===== config.mk =====
export PLATFORM = sky130hd
export DESIGN_NAME = gkit_trigger
export DESIGN_NICKNAME = d
export VERILOG_FILES = /design/src/gkit_pkg.sv /design/src/gkit_ms_tick.sv /design/src/gkit_debounce.sv /design/src/gkit_trigger.sv
export SDC_FILE = /design/constraint.sdc
export NUM_CORES = 1
export LEC_CHECK = 0
export ABC_AREA = 0
export ABC_CLOCK_PERIOD_IN_PS = 3700
export BUFFER_PORTS_ARGS = -buffer_cell sky130_fd_sc_hd__buf_2
export CORE_MARGIN = 10
export CORE_UTILIZATION = 61
export DETAILED_ROUTE_END_ITERATION = 16
export PLACE_DENSITY = 0.82
export SETUP_SLACK_MARGIN = 0.15
export SLEW_MARGIN = 20
export SYNTH_ARGS = -nofsm -noshare
export SYNTH_HDL_FRONTEND = slang
export SYNTH_SLANG_ARGS = --single-unit

===== constraint.sdc =====
create_clock -name clk_i -period 3.7 [get_ports clk_i]
set_input_delay 0.74 -clock clk_i [delete_from_list [all_inputs] [get_ports clk_i]]
set_output_delay 0.74 -clock clk_i [all_outputs]
set_load 0.1 [all_outputs]

===== src/gkit_pkg.sv =====
// Package with register map, field positions, reset values and timing constants
package gkit_pkg;

  // ==========================================================================
  // Bus geometry
  // ==========================================================================
  localparam int          WB_AW         = 8;
  localparam int          WB_DW         = 32;
  localparam int          REG_W         = 16;
  localparam logic [31:0] BLOCK_BASE    = 32'h5000_1400;

  // ==========================================================================
  // Register indices (byte address is four times the index above the base)
  // ==========================================================================
  localparam logic [31:0] OFS_CH_SEL0   = 32'h5000_1400;
  localparam logic [31:0] OFS_DEBOUNCE  = 32'h5000_140C;
  localparam logic [31:0] OFS_CLEAR     = 32'h5000_140E;
  localparam logic [31:0] OFS_TRIG_CTRL = 32'h5000_1410;
  localparam logic [31:0] OFS_KP_SEL0   = 32'h5000_1412;
  localparam logic [31:0] OFS_KP_SEL1   = 32'h5000_1414;
  localparam logic [31:0] OFS_KP_SEL2   = 32'h5000_1416;
  localparam logic [31:0] OFS_STATUS    = 32'h5000_1418;
  localparam logic [31:0] OFS_CH_STEP   = 32'h0000_0002;

  // ==========================================================================
  // Reset values and writable masks
  // ==========================================================================
  localparam logic [15:0] REG_RST       = 16'h0000;
  localparam logic [5:0]  CH_SEL_RST    = 6'h00;
  localparam logic [15:0] MASK_CH_SEL   = 16'h003F;
  localparam logic [15:0] MASK_DEBOUNCE = 16'h3F3F;
  localparam logic [15:0] MASK_CTRL     = 16'h1F1F;
  localparam logic [15:0] MASK_KP_SEL0  = 16'hFFFF;
  localparam logic [15:0] MASK_KP_SEL1  = 16'hFFFF;
  localparam logic [15:0] MASK_KP_SEL2  = 16'h00FF;

  // ==========================================================================
  // Field positions
  // ==========================================================================
  localparam int          NUM_CH        = 5;
  localparam int          SEL_W         = 6;
  localparam int          NUM_PINS      = 32;
  localparam int          CTRL_LOW_LSB  = 0;
  localparam int          CTRL_REARM_LSB = 8;
  localparam int          KP_REL_BIT    = 15;
  localparam int          KP_LOW_BIT    = 14;
  localparam int          KP_REP_LSB    = 8;
  localparam int          KP_REP_W      = 6;
  localparam int          KP_P1_LSB     = 10;
  localparam int          DEB_VAL_LSB   = 0;
  localparam int          DEB_EN_LSB    = 8;
  localparam int          DEB_EN_KP_BIT = 13;
  localparam int          CLR_KP_BIT    = 5;
  localparam int          STAT_KP_BIT   = 5;
  localparam int          STAT_KEY_BIT  = 6;

  // ==========================================================================
  // Timing
  // ==========================================================================
  localparam int          CLK_PERIOD_NS = 10;
  localparam int          MS_PERIOD_NS  = 1_000_000;
  localparam int          MS_CYCLES_DEF = MS_PERIOD_NS / CLK_PERIOD_NS;

  // Byte address of a printed register index
  function automatic logic [WB_AW-1:0] gkit_addr(input logic [31:0] ofs);
    logic [31:0] d;
    d = (ofs - BLOCK_BASE) << 2;
    return d[WB_AW-1:0];
  endfunction

endpackage


===== src/gkit_ms_tick.sv =====
// Millisecond tick divider
`timescale 1ns/1ps
module gkit_ms_tick
  import gkit_pkg::*;
#(
  parameter int MS_CYCLES = MS_CYCLES_DEF
)
(
  input  wire logic clk_i,
  input  wire logic rst_i,
  output logic      tick_o
);
  localparam int          CW   = $clog2(MS_CYCLES + 1);
  localparam logic [CW-1:0] LAST = CW'(MS_CYCLES - 1);

  logic [CW-1:0] cnt_reg;
  logic          tick_reg;
  wire           wrap = (cnt_reg == LAST);

  // ==========================================================================
  // Counter
  // ==========================================================================
  always_ff @(posedge clk_i)
  begin
    if (rst_i)
    begin
      cnt_reg  <= '0;
      tick_reg <= 1'b0;
    end
    else
    begin
      cnt_reg  <= wrap ? '0 : cnt_reg + CW'(1);
      tick_reg <= wrap;
    end
  end

  assign tick_o = tick_reg;
endmodule


===== src/gkit_debounce.sv =====
// Debounce filter in millisecond units
`timescale 1ns/1ps
module gkit_debounce
  import gkit_pkg::*;
(
  input  wire logic             clk_i,
  input  wire logic             rst_i,
  input  wire logic             tick_i,
  input  wire logic             en_i,
  input  wire logic [KP_REP_W-1:0] period_i,
  input  wire logic             raw_i,
  output logic                  stable_o
);
  logic [KP_REP_W-1:0] cnt_reg;
  logic                stable_reg;

  wire bypass  = ~en_i | (period_i == '0);
  wire differs = (raw_i != stable_reg);
  wire expired = tick_i & (cnt_reg + KP_REP_W'(1) >= period_i);

  // ==========================================================================
  // Level must differ for the whole period before it is taken
  // ==========================================================================
  always_ff @(posedge clk_i)
  begin
    if (rst_i)
    begin
      cnt_reg    <= '0;
      stable_reg <= 1'b0;
    end
    else if (bypass | ~differs)
    begin
      cnt_reg    <= '0;
      stable_reg <= raw_i;
    end
    else if (expired)
    begin
      cnt_reg    <= '0;
      stable_reg <= raw_i;
    end
    else if (tick_i)
    begin
      cnt_reg <= cnt_reg + KP_REP_W'(1);
    end
  end

  assign stable_o = stable_reg;
endmodule


===== src/gkit_trigger.sv =====
// GPIO channel and keypad interrupt trigger block with Wishbone registers
//
// Summary of operation
// - Channel 0 rearm bit 0 retriggers at once; 1 waits for release.
// - Channels 1 to 4 have own rearm bits in bits 9 to 12.
// - Channel 0 polarity 0 triggers on high input, 1 on low input.
// - Channels 1 to 4 have own polarity bits in bits 1 to 4.
// - Keypad release bit set adds a debounced interrupt on key release.
// - Keypad polarity 0 triggers enabled pins high, 1 triggers low.
// - Held key retriggers keypad interrupt every N ms, N from 1 to 63.
// - Repeat field zero stops the repeat timer entirely.
// - First keypad select bits 0 to 7 enable port 0 pins 0 to 7.
// - Second keypad select bits 10 to 15 enable port 1 pins 0 to 5.
// - Second keypad select bits 0 to 9 enable port 2 pins 0 to 9.
// - Third keypad select bits 0 to 7 enable port 3 pins 0 to 7.
// - Channel source is a 6-bit pin selector; zero selects no pin.
// - With debounce on, input must stay active N ms before triggering.
// - Writing 1 to a clear bit clears that interrupt; clear reads zero.
`timescale 1ns/1ps
module gkit_trigger
  import gkit_pkg::*;
#(
  parameter int MS_CYCLES = MS_CYCLES_DEF
)
(
  input  wire logic             clk_i,
  input  wire logic             rst_i,
  input  wire logic             wb_cyc_i,
  input  wire logic             wb_stb_i,
  input  wire logic             wb_we_i,
  input  wire logic [WB_AW-1:0] wb_adr_i,
  input  wire logic [3:0]       wb_sel_i,
  input  wire logic [WB_DW-1:0] wb_dat_i,
  output logic      [WB_DW-1:0] wb_dat_o,
  output logic                  wb_ack_o,
  input  wire logic [7:0]       port0_i,
  input  wire logic [5:0]       port1_i,
  input  wire logic [9:0]       port2_i,
  input  wire logic [7:0]       port3_i,
  output logic      [NUM_CH-1:0] gpio_irq_o,
  output logic                  keypad_interrupt_o
);

  // ==========================================================================
  // Helpers
  // ==========================================================================
  function automatic logic [15:0] wr16(input logic [15:0] old, input logic [15:0] d,
                                       input logic [15:0] be, input logic [15:0] m);
    return (old & ~(be & m)) | (d & be & m);
  endfunction

  function automatic logic pin_active(input logic [SEL_W-1:0] s,
                                      input logic [NUM_PINS-1:0] p, input logic low);
    logic [SEL_W-1:0] idx;
    idx = s - SEL_W'(1);
    if (s == '0 || s > SEL_W'(NUM_PINS))
      return 1'b0;
    return p[idx[4:0]] ^ low;
  endfunction

  // ==========================================================================
  // Registers and state
  // ==========================================================================
  logic [15:0]       trig_ctrl_reg;
  logic [15:0]       kp_sel0_reg;
  logic [15:0]       kp_sel1_reg;
  logic [15:0]       kp_sel2_reg;
  logic [15:0]       debounce_reg;
  logic [SEL_W-1:0]  ch_sel_reg [NUM_CH];
  logic              ack_reg;
  logic [WB_DW-1:0]  rdata_reg;
  logic [NUM_PINS-1:0] pin_meta_reg;
  logic [NUM_PINS-1:0] pin_sync_reg;
  logic [NUM_CH-1:0] ch_pend_reg;
  logic [NUM_CH-1:0] ch_armed_reg;
  logic              kp_pend_reg;
  logic              kp_armed_reg;
  logic              kp_prev_reg;
  logic [KP_REP_W-1:0] rep_cnt_reg;
  logic [15:0]       rdata_next;
  logic              ms_tick;
  logic [NUM_CH-1:0] ch_deb;
  logic              kp_deb;

  // ==========================================================================
  // Bus decode
  // ==========================================================================
  wire        req     = wb_cyc_i & wb_stb_i & ~ack_reg;
  wire        wr_stb  = req & wb_we_i;
  wire [15:0] be16    = {{8{wb_sel_i[1]}}, {8{wb_sel_i[0]}}};
  wire [15:0] wd16    = wb_dat_i[15:0];
  wire        hit_deb = (wb_adr_i == gkit_addr(OFS_DEBOUNCE));
  wire        hit_clr = (wb_adr_i == gkit_addr(OFS_CLEAR));
  wire        hit_ctl = (wb_adr_i == gkit_addr(OFS_TRIG_CTRL));
  wire        hit_k0  = (wb_adr_i == gkit_addr(OFS_KP_SEL0));
  wire        hit_k1  = (wb_adr_i == gkit_addr(OFS_KP_SEL1));
  wire        hit_k2  = (wb_adr_i == gkit_addr(OFS_KP_SEL2));
  wire        hit_st  = (wb_adr_i == gkit_addr(OFS_STATUS));
  wire [5:0]  clr_vec = (wr_stb & hit_clr) ? (wd16[5:0] & {6{wb_sel_i[0]}}) : 6'h00;

  // ==========================================================================
  // Register writes
  // ==========================================================================
  always_ff @(posedge clk_i)
  begin
    if (rst_i)
    begin
      trig_ctrl_reg <= REG_RST;
      kp_sel0_reg   <= REG_RST;
      kp_sel1_reg   <= REG_RST;
      kp_sel2_reg   <= REG_RST;
      debounce_reg  <= REG_RST;
      for (int i = 0; i < NUM_CH; i++)
        ch_sel_reg[i] <= CH_SEL_RST;
    end
    else if (wr_stb)
    begin
      if (hit_ctl)
        trig_ctrl_reg <= wr16(trig_ctrl_reg, wd16, be16, MASK_CTRL);
      if (hit_k0)
        kp_sel0_reg <= wr16(kp_sel0_reg, wd16, be16, MASK_KP_SEL0);
      if (hit_k1)
        kp_sel1_reg <= wr16(kp_sel1_reg, wd16, be16, MASK_KP_SEL1);
      if (hit_k2)
        kp_sel2_reg <= wr16(kp_sel2_reg, wd16, be16, MASK_KP_SEL2);
      if (hit_deb)
        debounce_reg <= wr16(debounce_reg, wd16, be16, MASK_DEBOUNCE);
      for (int i = 0; i < NUM_CH; i++)
        if (wb_adr_i == gkit_addr(OFS_CH_SEL0 + OFS_CH_STEP * 32'(i)) && wb_sel_i[0])
          ch_sel_reg[i] <= wd16[SEL_W-1:0];
    end
  end

  // ==========================================================================
  // Read mux and acknowledge
  // ==========================================================================
  always_comb
  begin
    rdata_next = 16'h0000;
    for (int i = 0; i < NUM_CH; i++)
      if (wb_adr_i == gkit_addr(OFS_CH_SEL0 + OFS_CH_STEP * 32'(i)))
        rdata_next = {10'h000, ch_sel_reg[i]};
    if (hit_deb)
      rdata_next = debounce_reg;
    if (hit_clr)
      rdata_next = 16'h0000;
    if (hit_ctl)
      rdata_next = trig_ctrl_reg;
    if (hit_k0)
      rdata_next = kp_sel0_reg;
    if (hit_k1)
      rdata_next = kp_sel1_reg;
    if (hit_k2)
      rdata_next = kp_sel2_reg;
    if (hit_st)
      rdata_next = {9'h000, kp_deb, kp_pend_reg, ch_pend_reg};
  end

  always_ff @(posedge clk_i)
  begin
    if (rst_i)
    begin
      ack_reg   <= 1'b0;
      rdata_reg <= '0;
    end
    else
    begin
      ack_reg   <= req;
      rdata_reg <= req ? {16'h0000, rdata_next} : rdata_reg;
    end
  end

  assign wb_ack_o = ack_reg;
  assign wb_dat_o = rdata_reg;

  // ==========================================================================
  // Pin synchronisers, port order P0, P1, P2, P3 from bit 0 upward
  // ==========================================================================
  always_ff @(posedge clk_i)
  begin
    if (rst_i)
    begin
      pin_meta_reg <= '0;
      pin_sync_reg <= '0;
    end
    else
    begin
      pin_meta_reg <= {port3_i, port2_i, port1_i, port0_i};
      pin_sync_reg <= pin_meta_reg;
    end
  end

  gkit_ms_tick #(
    .MS_CYCLES (MS_CYCLES)
  ) u_tick (
    .clk_i  (clk_i),
    .rst_i  (rst_i),
    .tick_o (ms_tick)
  );

  wire [KP_REP_W-1:0] deb_val = debounce_reg[DEB_VAL_LSB +: KP_REP_W];

  // ==========================================================================
  // GPIO channels
  // ==========================================================================
  genvar g;
  generate
    for (g = 0; g < NUM_CH; g++)
    begin : g_ch
      wire low   = trig_ctrl_reg[CTRL_LOW_LSB + g];
      wire rearm = trig_ctrl_reg[CTRL_REARM_LSB + g];
      wire raw   = pin_active(ch_sel_reg[g], pin_sync_reg, low);

      gkit_debounce u_deb (
        .clk_i    (clk_i),
        .rst_i    (rst_i),
        .tick_i   (ms_tick),
        .en_i     (debounce_reg[DEB_EN_LSB + g]),
        .period_i (deb_val),
        .raw_i    (raw),
        .stable_o (ch_deb[g])
      );

      wire set = ch_deb[g] & ch_armed_reg[g];

      always_ff @(posedge clk_i)
      begin
        if (rst_i)
        begin
          ch_pend_reg[g]  <= 1'b0;
          ch_armed_reg[g] <= 1'b1;
        end
        else
        begin
          ch_pend_reg[g] <= (ch_pend_reg[g] & ~clr_vec[g]) | set;
          if (~rearm | ~ch_deb[g])
            ch_armed_reg[g] <= 1'b1;
          else if (set)
            ch_armed_reg[g] <= 1'b0;
        end
      end
    end
  endgenerate

  assign gpio_irq_o = ch_pend_reg;

  // ==========================================================================
  // Keypad source
  // ==========================================================================
  wire [NUM_PINS-1:0] kp_en = {kp_sel2_reg[7:0],
                               kp_sel1_reg[9:0],
                               kp_sel1_reg[15:KP_P1_LSB],
                               kp_sel0_reg[7:0]};
  wire kp_low = kp_sel0_reg[KP_LOW_BIT];
  wire kp_raw = |(kp_en & (pin_sync_reg ^ {NUM_PINS{kp_low}}));

  gkit_debounce u_kp_deb (
    .clk_i    (clk_i),
    .rst_i    (rst_i),
    .tick_i   (ms_tick),
    .en_i     (debounce_reg[DEB_EN_KP_BIT]),
    .period_i (deb_val),
    .raw_i    (kp_raw),
    .stable_o (kp_deb)
  );

  wire [KP_REP_W-1:0] rep_n = kp_sel0_reg[KP_REP_LSB +: KP_REP_W];
  wire rep_on   = kp_deb & (rep_n != '0);
  wire rep_fire = rep_on & ms_tick & (rep_cnt_reg + KP_REP_W'(1) >= rep_n);
  wire rel_evt  = kp_prev_reg & ~kp_deb & kp_sel0_reg[KP_REL_BIT];
  wire kp_set   = (kp_deb & kp_armed_reg) | rel_evt;

  // ==========================================================================
  // Keypad pending, arming and repeat timer
  // ==========================================================================
  always_ff @(posedge clk_i)
  begin
    if (rst_i)
    begin
      kp_pend_reg  <= 1'b0;
      kp_armed_reg <= 1'b1;
      kp_prev_reg  <= 1'b0;
      rep_cnt_reg  <= '0;
    end
    else
    begin
      kp_prev_reg <= kp_deb;
      kp_pend_reg <= (kp_pend_reg & ~clr_vec[CLR_KP_BIT]) | kp_set;
      if (~kp_deb | rep_fire)
        kp_armed_reg <= 1'b1;
      else if (kp_set)
        kp_armed_reg <= 1'b0;
      if (~rep_on | rep_fire)
        rep_cnt_reg <= '0;
      else if (ms_tick)
        rep_cnt_reg <= rep_cnt_reg + KP_REP_W'(1);
    end
  end

  assign keypad_interrupt_o = kp_pend_reg;

endmodule


* Word level (Yosys, flattened, before mapping) *
Memory sizes are Yosys's and may differ from the RTL's.
Cells that the tools add are included.

storage, ports and cells
  register bits after elaboration = 240
  bits in writable memories = 30
  logic and storage cells = 319
  memories kept = 1

operators by class
  add/sub/neg operators = 13
  order comparisons = 17
  eq/ne operators = 18
  muxes and demuxes = 77
  bitwise gates (word level) = 112
  reductions and logical operators = 44

memories
  memory      words  width  read ports  clocked after Yosys merged registers in  write ports  RTL line            text
  ch_sel_reg  5      6      5           0                                        5            gkit_trigger.sv:69  logic [SEL_W-1:0] ch_sel_reg [NUM_CH];

operator list
  cell                   count
  $mux 16                10
  $and 16x16->16         6
  $mux 1                 54
  $mux 6                 8
  $add 6x1->6 const B    7
  $ge 6x6->1             7
  $eq 8x7->1 const B     5
  $logic_not 6->1        6
  $and 32x32->32         1
  $or 16x16->16          2
  $reduce_or 32->1       1
  $xor 32x32->32         1
  $not 1->1              31
  $or 1x1->1             31
  $gt 6x6->1 const B     5
  $lt 5x6->1 const B     5
  $and 1x1->1            27
  $bmux 1 s5             5
  $sub 5x1->5 const B    5
  $eq 8x6->1 const B     3
  $reduce_or 3->1        6
  $add 17x1->17 const B  1
  $eq 17x17->1 const B   1
  $eq 8x5->1 const B     2
  18 further kinds       51

* Logic depth before layout (Yosys ltp) *
Gate-level depths: netlist of the first run.

  depth in word-level cells = 13
  mapped depth = 11

* Cells and area by module *
Synthesis of the first run repeated with hierarchy kept, for this count alone.

second synthesis, totals
  cell total of the unflattened synthesis = 1,472
  area total of the unflattened synthesis = 14,054.7 µm²

by module, submodules not included
  module         instances  cells an instance  area an instance (µm²)  sequential area each (µm²)
  gkit_trigger   1          1,018              10,009.6                4,144.0
  gkit_debounce  6          61                 530.5                   140.1
  gkit_ms_tick   1          88                 862.1                   360.3

* Worst setup path before layout of the first run *
Ideal clock, no wire load.

  path type = register -> register
  start = memory ch_sel_reg[1][0], in the netlist ch_sel_reg[0][6]
  end = register g_ch[1].u_deb.cnt_reg[0]
  setup time = 0.123 ns
  arrival time = 2.746 ns
  required time = 3.577 ns
  slack = 0.831 ns
  cell stages (with the launch flop) = 11
  buffers on the path = 2
  cell sequence = edfxtp_1 -> inv_1 -> ha_1 -> buf_2 -> buf_2 -> mux2i_1 -> a22oi_1 -> a22o_1 -> or4b_1 -> nand2_2 -> mux2_1

RTL lines
  item                    RTL line             text
  start: declaration      gkit_trigger.sv:69
  end signal: assignment  gkit_debounce.sv:43  cnt_reg <= cnt_reg + KP_REP_W'(1);
  end: declaration        gkit_debounce.sv:14  logic [KP_REP_W-1:0] cnt_reg;

==> summary.md, run 1 <==
| Metric | Value |
|---|---|
| WP data arrival | `3750 ps` |
| Combinational group share of total power | `10.3%` |
| Die Y | `173 um` |
| Hold Path End | `ch_armed_reg[3]` |
| Post-synthesis async set-or-reset flop share | `0%` |
| Worst reg2reg path startpoint | `ch_sel_reg[0][12]` |
| Syn-to-layout area delta | `10.3%` |
| Mean post-synth cell area | `8.99 um2` |
| Achievable Freq | `0.299 GHz` |
| Fillcell total | `around 1.8k` |
| Crit path time final | `3340 ps` |
| Root Buffer | `clkbuf_16` |
| Cell Area, Synth | `roughly 14,000 um2` |
| Reg area | `around 5300 um2` |
| Internal power | `4640 uW` |
| WL/cell | `19.8 um` |
| Sequential share of power | `46.8%` |
| Clk pwr share | `42.8%` |
| Slew HR | `31.9%` |
| Main synth FF type | `dfxtp_1` |
| Dpl hpwl | `28,500 um` |
| Initial Util | `between 60% and 70%` |
| Routed via count | `12.2k` |
| I/O pin count | `120` |
| Pre-CTS setup slack | `382 ps` |
| Seq/Total Area, Yosys | `37.2%` |
| Max-slew violations | `0` |
| PD cells | `394 nW/um2` |
| Worst Tran Pin Value | `1010 ps` |
| Worst setup EP type | `flop` |
| Worst Reg-to-Reg Cells | `10` |
| Drc violations | `0` |
| Initial antenna violation count | `4` |
| Die Area | `30,100 um2` |
| Yosys warns | `0` |
| Core ar. | `23,300 um2` |
| Critical Path RT | `4110 ps` |
| Critical path class | `flop to flop` |
| Worst Hold Depth | `1` |
| Clock buffer count from CTS | `26` |
| First-pass GRT wire length | `62,300 um` |
| Total GRT Usage | `24.9%` |
| Skew-Pair Late Insertion Delay | `approximately 530 ps` |
| CP Launch Type | `flop` |
| DRT antenna net count | `0` |
| Synthesized instance count | `about 1.6k` |
| Largest net degree at the start of global routing | `around 150` |
| Via/cell ratio | `6.15` |
| Post-CTS Setup Bufs | `0` |
| Nets@finish | `~1.8k` |
| WL final | `between 30,000 and 40,000 um` |
| Overall power | `6240 uW` |
| Std cell rows | `56` |
| GRT overflow | `0` |
| Hold/Removal Path Class | `flop to flop` |
| Sw Share | `25.7%` |
| Synth unique cells | `65` |
| Fin. Hold Viols | `0` |
| #FFs+latches synth | `approximately 250` |
| # setup viols final | `0` |
| VDD IR max | `about 0.33 mV` |
| CTS tree | `yes` |
| Max Cap Viol | `0` |
| H-tree depth | `1` |
| Final worst slack | `358 ps` |
| Die Span X | `about 170 um` |
| DR iter-0 viols | `1,468` |
| GP Congestion | `0.980` |
| Vias in the first global route | `11.8k` |
| P_sw | `1600 uW` |
| Share of layout cells above drive strength 1 | `a little over a tenth` |
| # port buffers | `85` |
| Setup slack, reg-to-reg | `360 ps` |
| Area of the multi-input gates | `~8500 um2` |
| Period utilization | `90.3%` |
| Reg2reg end | `g_ch[2].u_deb.cnt_reg[1]` |
| Worst-path maximum fanout | `14` |
| Clock Pin Slew Worst Setup and Hold Paths | `about 60 ps` |
| TritonCTS Sinks | `252` |
| Leak | `0.00602 uW` |
| Post-synth EDFFs | `30` |
| DRT Pass-1 Iters | `7` |
| Clock Skew | `a little over 10 ps` |
| Outcome | `finished, final reports clean` |
| Max Root-Sink Buffers | `3` |
==> cell usage in the layout (no fill, tap or decap), drive strengths merged, types with 4 or more instances in the layout <==
master	synthesis	layout
clkbuf	62	39
a31o	4	4
mux2i	119	119
a211oi	8	8
ha	60	60
xnor2	58	58
nand2	132	132
nor3	29	29
mux2	30	30
a21oi	64	64
nor4	4	4
nor2	175	175
o21ai	34	34
a22o	10	10
nor2b	97	97
xor2	65	65
a31oi	5	5
nand2b	17	17
inv	30	30
o22ai	8	8
a2111oi	47	47
a311o	5	5
and3	14	14
nor3b	35	35
a222oi	6	6
o21a	4	4
edfxtp	30	30
nand3	45	45
nor4b	6	6
buf	38	109
and2	18	18
conb	1	16
a21o	12	12
or3	4	4
dfxtp	222	222
a22oi	56	56
nand4	17	17
==> kinds of logic after synthesis <==
family          after synthesis  synth area share, %
mux                         149                 10.9
buf+inv                     130                 4.18
other cells                   1               0.0261
flops                       252                 37.2
xor+xnor                    123                 7.50
simple gates                602                 21.1
compound gates              280                 13.8
fa+ha+maj                    60                 5.23
==> metal layers <==
layer,share of wire [%],vias to the layer above,global-route usage [%],wire length (um)
li1,-,5780,-,-
met2,45,632,39.8,17600
met3,11,101,5.51,4200
met5,0,-,0,0
met4,3.7,0,9.99,1440
met1,41,5714,32.1,16100
==> cell usage after synthesis (20+ instances only) <==
| cell | count | area [um2] |
|---|---|---|
| mux2i_1 | 119 | 1190 |
| nand2_1 | 129 | 484 |
| inv_1 | 30 | 113 |
| nor2_1 | 165 | 619 |
| clkbuf_1 | 62 | 233 |
| ha_1 | 60 | 751 |
| a22oi_1 | 56 | 420 |
| nor3_1 | 28 | 140 |
| nand3_1 | 45 | 225 |
| xor2_1 | 65 | 569 |
| nor2b_1 | 97 | 607 |
| xnor2_1 | 58 | 508 |
| edfxtp_1 | 30 | 901 |
| mux2_1 | 21 | 236 |
| a21oi_1 | 64 | 320 |
| dfxtp_1 | 222 | 4440 |
| a2111oi_0 | 46 | 403 |
| buf_4 | 20 | 150 |
| o21ai_0 | 23 | 115 |
| nor3b_1 | 34 | 255 |
==> worst max-delay path, cell delays in order, from the launching register on <==
cell       delay [ps]
edfxtp_1          470
inv_1             120
ha_1              400
buf_4             280
nor2b_1            70
a2111oi_0         410
a2111oi_0         140
a22o_1            250
or4b_1            550
nand2_2           190
mux2_1            340
==> worst max path at each step <==
stage,from,to,slack [ps],cells after the start
finish,ch_sel_reg[0][12],g_ch[2].u_deb.cnt_reg[1],360,10
global route,ch_sel_reg[0][12],g_ch[2].u_deb.cnt_reg[2],-40,10
CTS,ch_sel_reg[0][6],g_ch[1].u_deb.cnt_reg[2],360,10
detailed placement,ch_sel_reg[0][6],g_ch[1].u_deb.cnt_reg[0],380,10
global placement,ch_sel_reg[0][6],g_ch[1].u_deb.cnt_reg[1],470,10
floorplan,ch_sel_reg[0][6],g_ch[1].u_deb.cnt_reg[0],830,10
==> repair_timing <==
action,in CTS,in global routing
hold buffers,0,0
endpoints found under the setup margin,0,12
resized for setup,0,4
==> power by group through the flow <==
stage                     Sequential [uW]  Clock (uW)  Combinational (uW)
final                                2920        2670                 646
after global routing                 2930        2820                 690
after CTS                            2920        2690                 634
after detailed placement             2980           0                 631
after global placement               2970           0                 622
after floorplan                      2990           0                 451
==> final cells by class <==
type	instances	share of cell area [%]
sequential	252	33.8
tap	319	2.52
inverter	30	0.711
timing repair buffer	109	3.92
clock buffer	39	5.00
multi-input combinational	1230	53.6
antenna	3	0.0474
clock inverter	5	0.474
==> stage by stage <==
stage               cell area, um2  instances  TNS [ps]  util, %  hold slack, ps
global placement             15000       1940         0     64.1             398
CTS                          15800       1984         0     67.8             401
finish                       15800       1987         0     67.9             407
global route                 15800       1987      -208     67.9             399
floorplan                    14400       1612         0        -             371
detailed placement           15000       1940         0     64.1             399
No activity file was read; power rests on OpenSTA's default activity.
==> run 2: changes to the inputs <==
--- a/config.mk
+++ b/config.mk
@@ -6,12 +6,13 @@
 export NUM_CORES = 1
 export LEC_CHECK = 0
 export ABC_AREA = 0
-export ABC_CLOCK_PERIOD_IN_PS = 3700
+export ABC_CLOCK_PERIOD_IN_PS = 3000
 export BUFFER_PORTS_ARGS = -buffer_cell sky130_fd_sc_hd__buf_2
 export CORE_MARGIN = 10
-export CORE_UTILIZATION = 61
+export CORE_UTILIZATION = 55
 export DETAILED_ROUTE_END_ITERATION = 16
-export PLACE_DENSITY = 0.82
+export PLACE_DENSITY = 0.78
+export RECOVER_POWER = 100
 export SETUP_SLACK_MARGIN = 0.15
 export SLEW_MARGIN = 20
 export SYNTH_ARGS = -nofsm -noshare
==> constraint.sdc (replaced) <==
create_clock -name clk_i -period 3 [get_ports clk_i]
set_input_delay 0.6 -clock clk_i [delete_from_list [all_inputs] [get_ports clk_i]]
set_output_delay 0.6 -clock clk_i [all_outputs]
set_load 0.1 [all_outputs]
==> run 2 against run 1 <==
Against the previous run: the run now ends with max-capacitance violations, max-slew violations left; worst hold slack worse by 140 ps; first-iteration DRC count grew 1.2%; non-clock buffer count is 45 higher; combinational power is 41% higher; final cell count increased by 3.4%; sequential cell count did not move; final area increased by 3.8%; global-route usage shrank 1.2 points; sequential share of layout area is 1.2 points lower; clock skew increased by 4.0 ps; clock power grew 27%.
==> summary.md, run 2 (synthesized netlist as in run 1, its figures left out) <==
| Metric | Value |
|---|---|
| Outcome | `complete, but fails checks (was finished, final reports clean)` |
| Failing checks | `max-capacitance violations, max-slew violations` |
| Period utilization | `97.9% (was 90.3%)` |
| H-tree depth | `1 (unchanged)` |
| GP Congestion | `0.951 (was 0.980)` |
| Largest net degree at the start of global routing | `97 (was 145)` |
| Post-CTS Hold Fix Bufs | `0 (unchanged)` |
| Drc violations | `0 (unchanged)` |
| TritonCTS Sinks | `252 (unchanged)` |
| VDD IR max | `0.533 mV (was 0.328 mV)` |
| CTS tree | `yes (unchanged)` |
| Layout Cells excl Fill | `2,054 (was 1,987)` |
| Die Span X | `182 um (was 173 um)` |
| Dpl hpwl | `29,800 um (was 28,500 um)` |
| PD cells | `482 nW/um2 (was 394 nW/um2)` |
| Crit-path max cell delay | `550 ps (about the same)` |
| WL/cell | `20.2 um (was 19.8 um)` |
| CP Buf/Inv Count | `2 (unchanged)` |
| # setup viols final | `0 (unchanged)` |
| DRT antenna net count | `0 (unchanged)` |
| Fillcell total | `2,104 (was 1,836)` |
| Nets@finish | `1,836 (was 1,790)` |
| Clock buffer count from CTS | `27 (was 26)` |
| RSZ-0062 raised after global routing | `true` |
| Via/cell ratio | `6.13 (was 6.15)` |
| Die Y | `182 um (was 173 um)` |
| Placed Cells incl. Taps | `1,993 (was 1,940)` |
| Slew HR | `-23.9% (was 31.9%)` |
| Core ar. | `25,800 um2 (was 23,300 um2)` |
| Fin. Hold Viols | `0 (unchanged)` |
| DRT Pass-1 Iters | `6 (was 7)` |
| Worst Tran Pin Value | `1860 ps (was 1010 ps)` |
| Max-slew violations | `97 (was 0)` |
| WP data arrival | `3360 ps (was 3750 ps)` |
| Hold/Removal Path Class | `primary input to flop (was flop to flop)` |
| # port buffers | `85 (unchanged)` |
| I/O pin count | `120 (unchanged)` |
| Skew-Pair Late Insertion Delay | `550 ps (was 530 ps)` |
| Routed via count | `12.6k (was 12.2k)` |
| Total GRT Usage | `23.7% (was 24.9%)` |
| WL final | `41,500 um (was 39,400 um)` |
| Vias in the first global route | `12.1k (was 11.8k)` |
| CP max-delay cell | `or4b_4 (was or4b_1)` |
| Hold_ws | `266 ps (was 407 ps)` |
| First-pass GRT wire length | `64,500 um (was 62,300 um)` |
| Initial Util | `55.6% (was 61.5%)` |
| Max Cap Viol | `1 (was 0)` |
| Crit path time final | `2940 ps (was 3340 ps)` |
| Critical-path cell list | `inv_2, ha_4, xor2_4, buf_4, a2111oi_4, a2111oi_2, a22o_1, or4b_4, nand2_8, mux2_1 (was inv_1, ha_1, buf_4, nor2b_1, a2111oi_0, a2111oi_0, a22o_1, or4b_1, nand2_2, mux2_1)` |
| Initial antenna violation count | `4 (unchanged)` |
| Most common cell after layout, fill and taps aside | `dfxtp_1 (unchanged)` |
| Achievable Freq | `0.340 GHz (was 0.299 GHz)` |
| Worst-path maximum fanout | `7 (was 14)` |
| Clock Skew | `14.1 ps (was 10.1 ps)` |
| Clock Pin Slew Worst Setup and Hold Paths | `70 ps (was 60 ps)` |
| Leak | `0.00618 uW (was 0.00602 uW)` |
| Max Root-Sink Buffers | `3 (unchanged)` |
| Most frequent cells in the layout | `dfxtp_1, nor2_1, nand2_1, mux2i_1, nor2b_1 (unchanged)` |
| Critical Path RT | `3430 ps (was 4110 ps)` |
| Die Area | `33,000 um2 (was 30,100 um2)` |
| Root Buffer | `clkbuf_16 (unchanged)` |
| DR iter-0 viols | `1,486 (was 1,468)` |
| Syn-to-layout area delta | `14.5% (was 10.3%)` |
| GRT overflow | `0 (unchanged)` |
| CP Launch Type | `flop (unchanged)` |
| Share of layout cells above drive strength 1 | `12.8% (was 10.9%)` |
| Critical path class | `flop to flop (unchanged)` |
| Std cell rows | `59 (was 56)` |
| Worst setup EP type | `flop (unchanged)` |
| Cell family with most CP delay | `compound AO/OA/AOI/OAI gates (was simple AND/OR/NAND/NOR gates)` |
run 2: cell count changes in the layout (fill, tap and decap cells not counted), sizes merged:
cell and delta:
clkinv +4, bufinv +1, buf +4, clkinvlp +1, clkbuf +39, inv +2
run 2: final timing paths:
| kind | slack (ps) | depth (start not counted) | from | end |
|---|---|---|---|---|
| hold reg to reg | 420 | 1 | flop | ch_armed_reg[3] |
| setup reg to reg | 60 | 10 | ch_sel_reg[0][13] | g_ch[2].u_deb.cnt_reg[3] |
| setup / recovery | 60 | 10 | ch_sel_reg[0][13] | g_ch[2].u_deb.cnt_reg[3] |
| hold / removal | 270 | 2 | port2_i[9] | pin_meta_reg[23] |
run 2: cell type report:
class	count	area (um2)	area share [%]
flip-flops and latches	252	5350	32.5
diodes	3	7.51	0.0457
clock inverters	13	151	0.921
multi-input cells	1230	8730	53.1
well taps	335	419	2.55
clock buffers	37	754	4.59
repair buffers	154	917	5.58
inverters	30	113	0.685
run 2: per-layer routing:
layer  vias to the layer above  share of wire [%]  track usage (%)
met2                       663                 45             37.5
met5                         -              0.017                0
met1                      5910                 40             31.1
met4                         2                4.6             10.7
li1                       5869                  -                -
met3                       145                 10             3.96
run 2: metrics by stage:
step	total power (uW)	cell area [um2]	setup TNS [ps]	util, %	worst slack, ps
3_5_place_dp	4500	15300	-93.6	59.2	-32.7
3_3_place_gp	4480	15300	0	59.2	62.8
6_report	7920	16400	0	63.6	62.4
5_1_grt	8130	16400	0	63.6	12.1
2_1_floorplan	4250	14400	0	-	204
4_1_cts	7860	16300	0	63.0	169
run 2: where the power goes:
| part | leakage (uW) | switching (uW) | internal, uW | total [uW] |
|---|---|---|---|---|
| combinational | 0.00362 | 592 | 319 | 911 |
| clock | 0.000451 | 1380 | 2020 | 3400 |
| sequential | 0.00211 | 121 | 3490 | 3610 |
| total | 0.00618 | 2100 | 5820 | 7920 |
run 2: timing repair:
item	4_1_cts	5_1_grt
resized for setup	17	62
cloned	0	0
pin swaps	0	14
endpoints found under the setup margin	30	39
buffers inserted	0	8
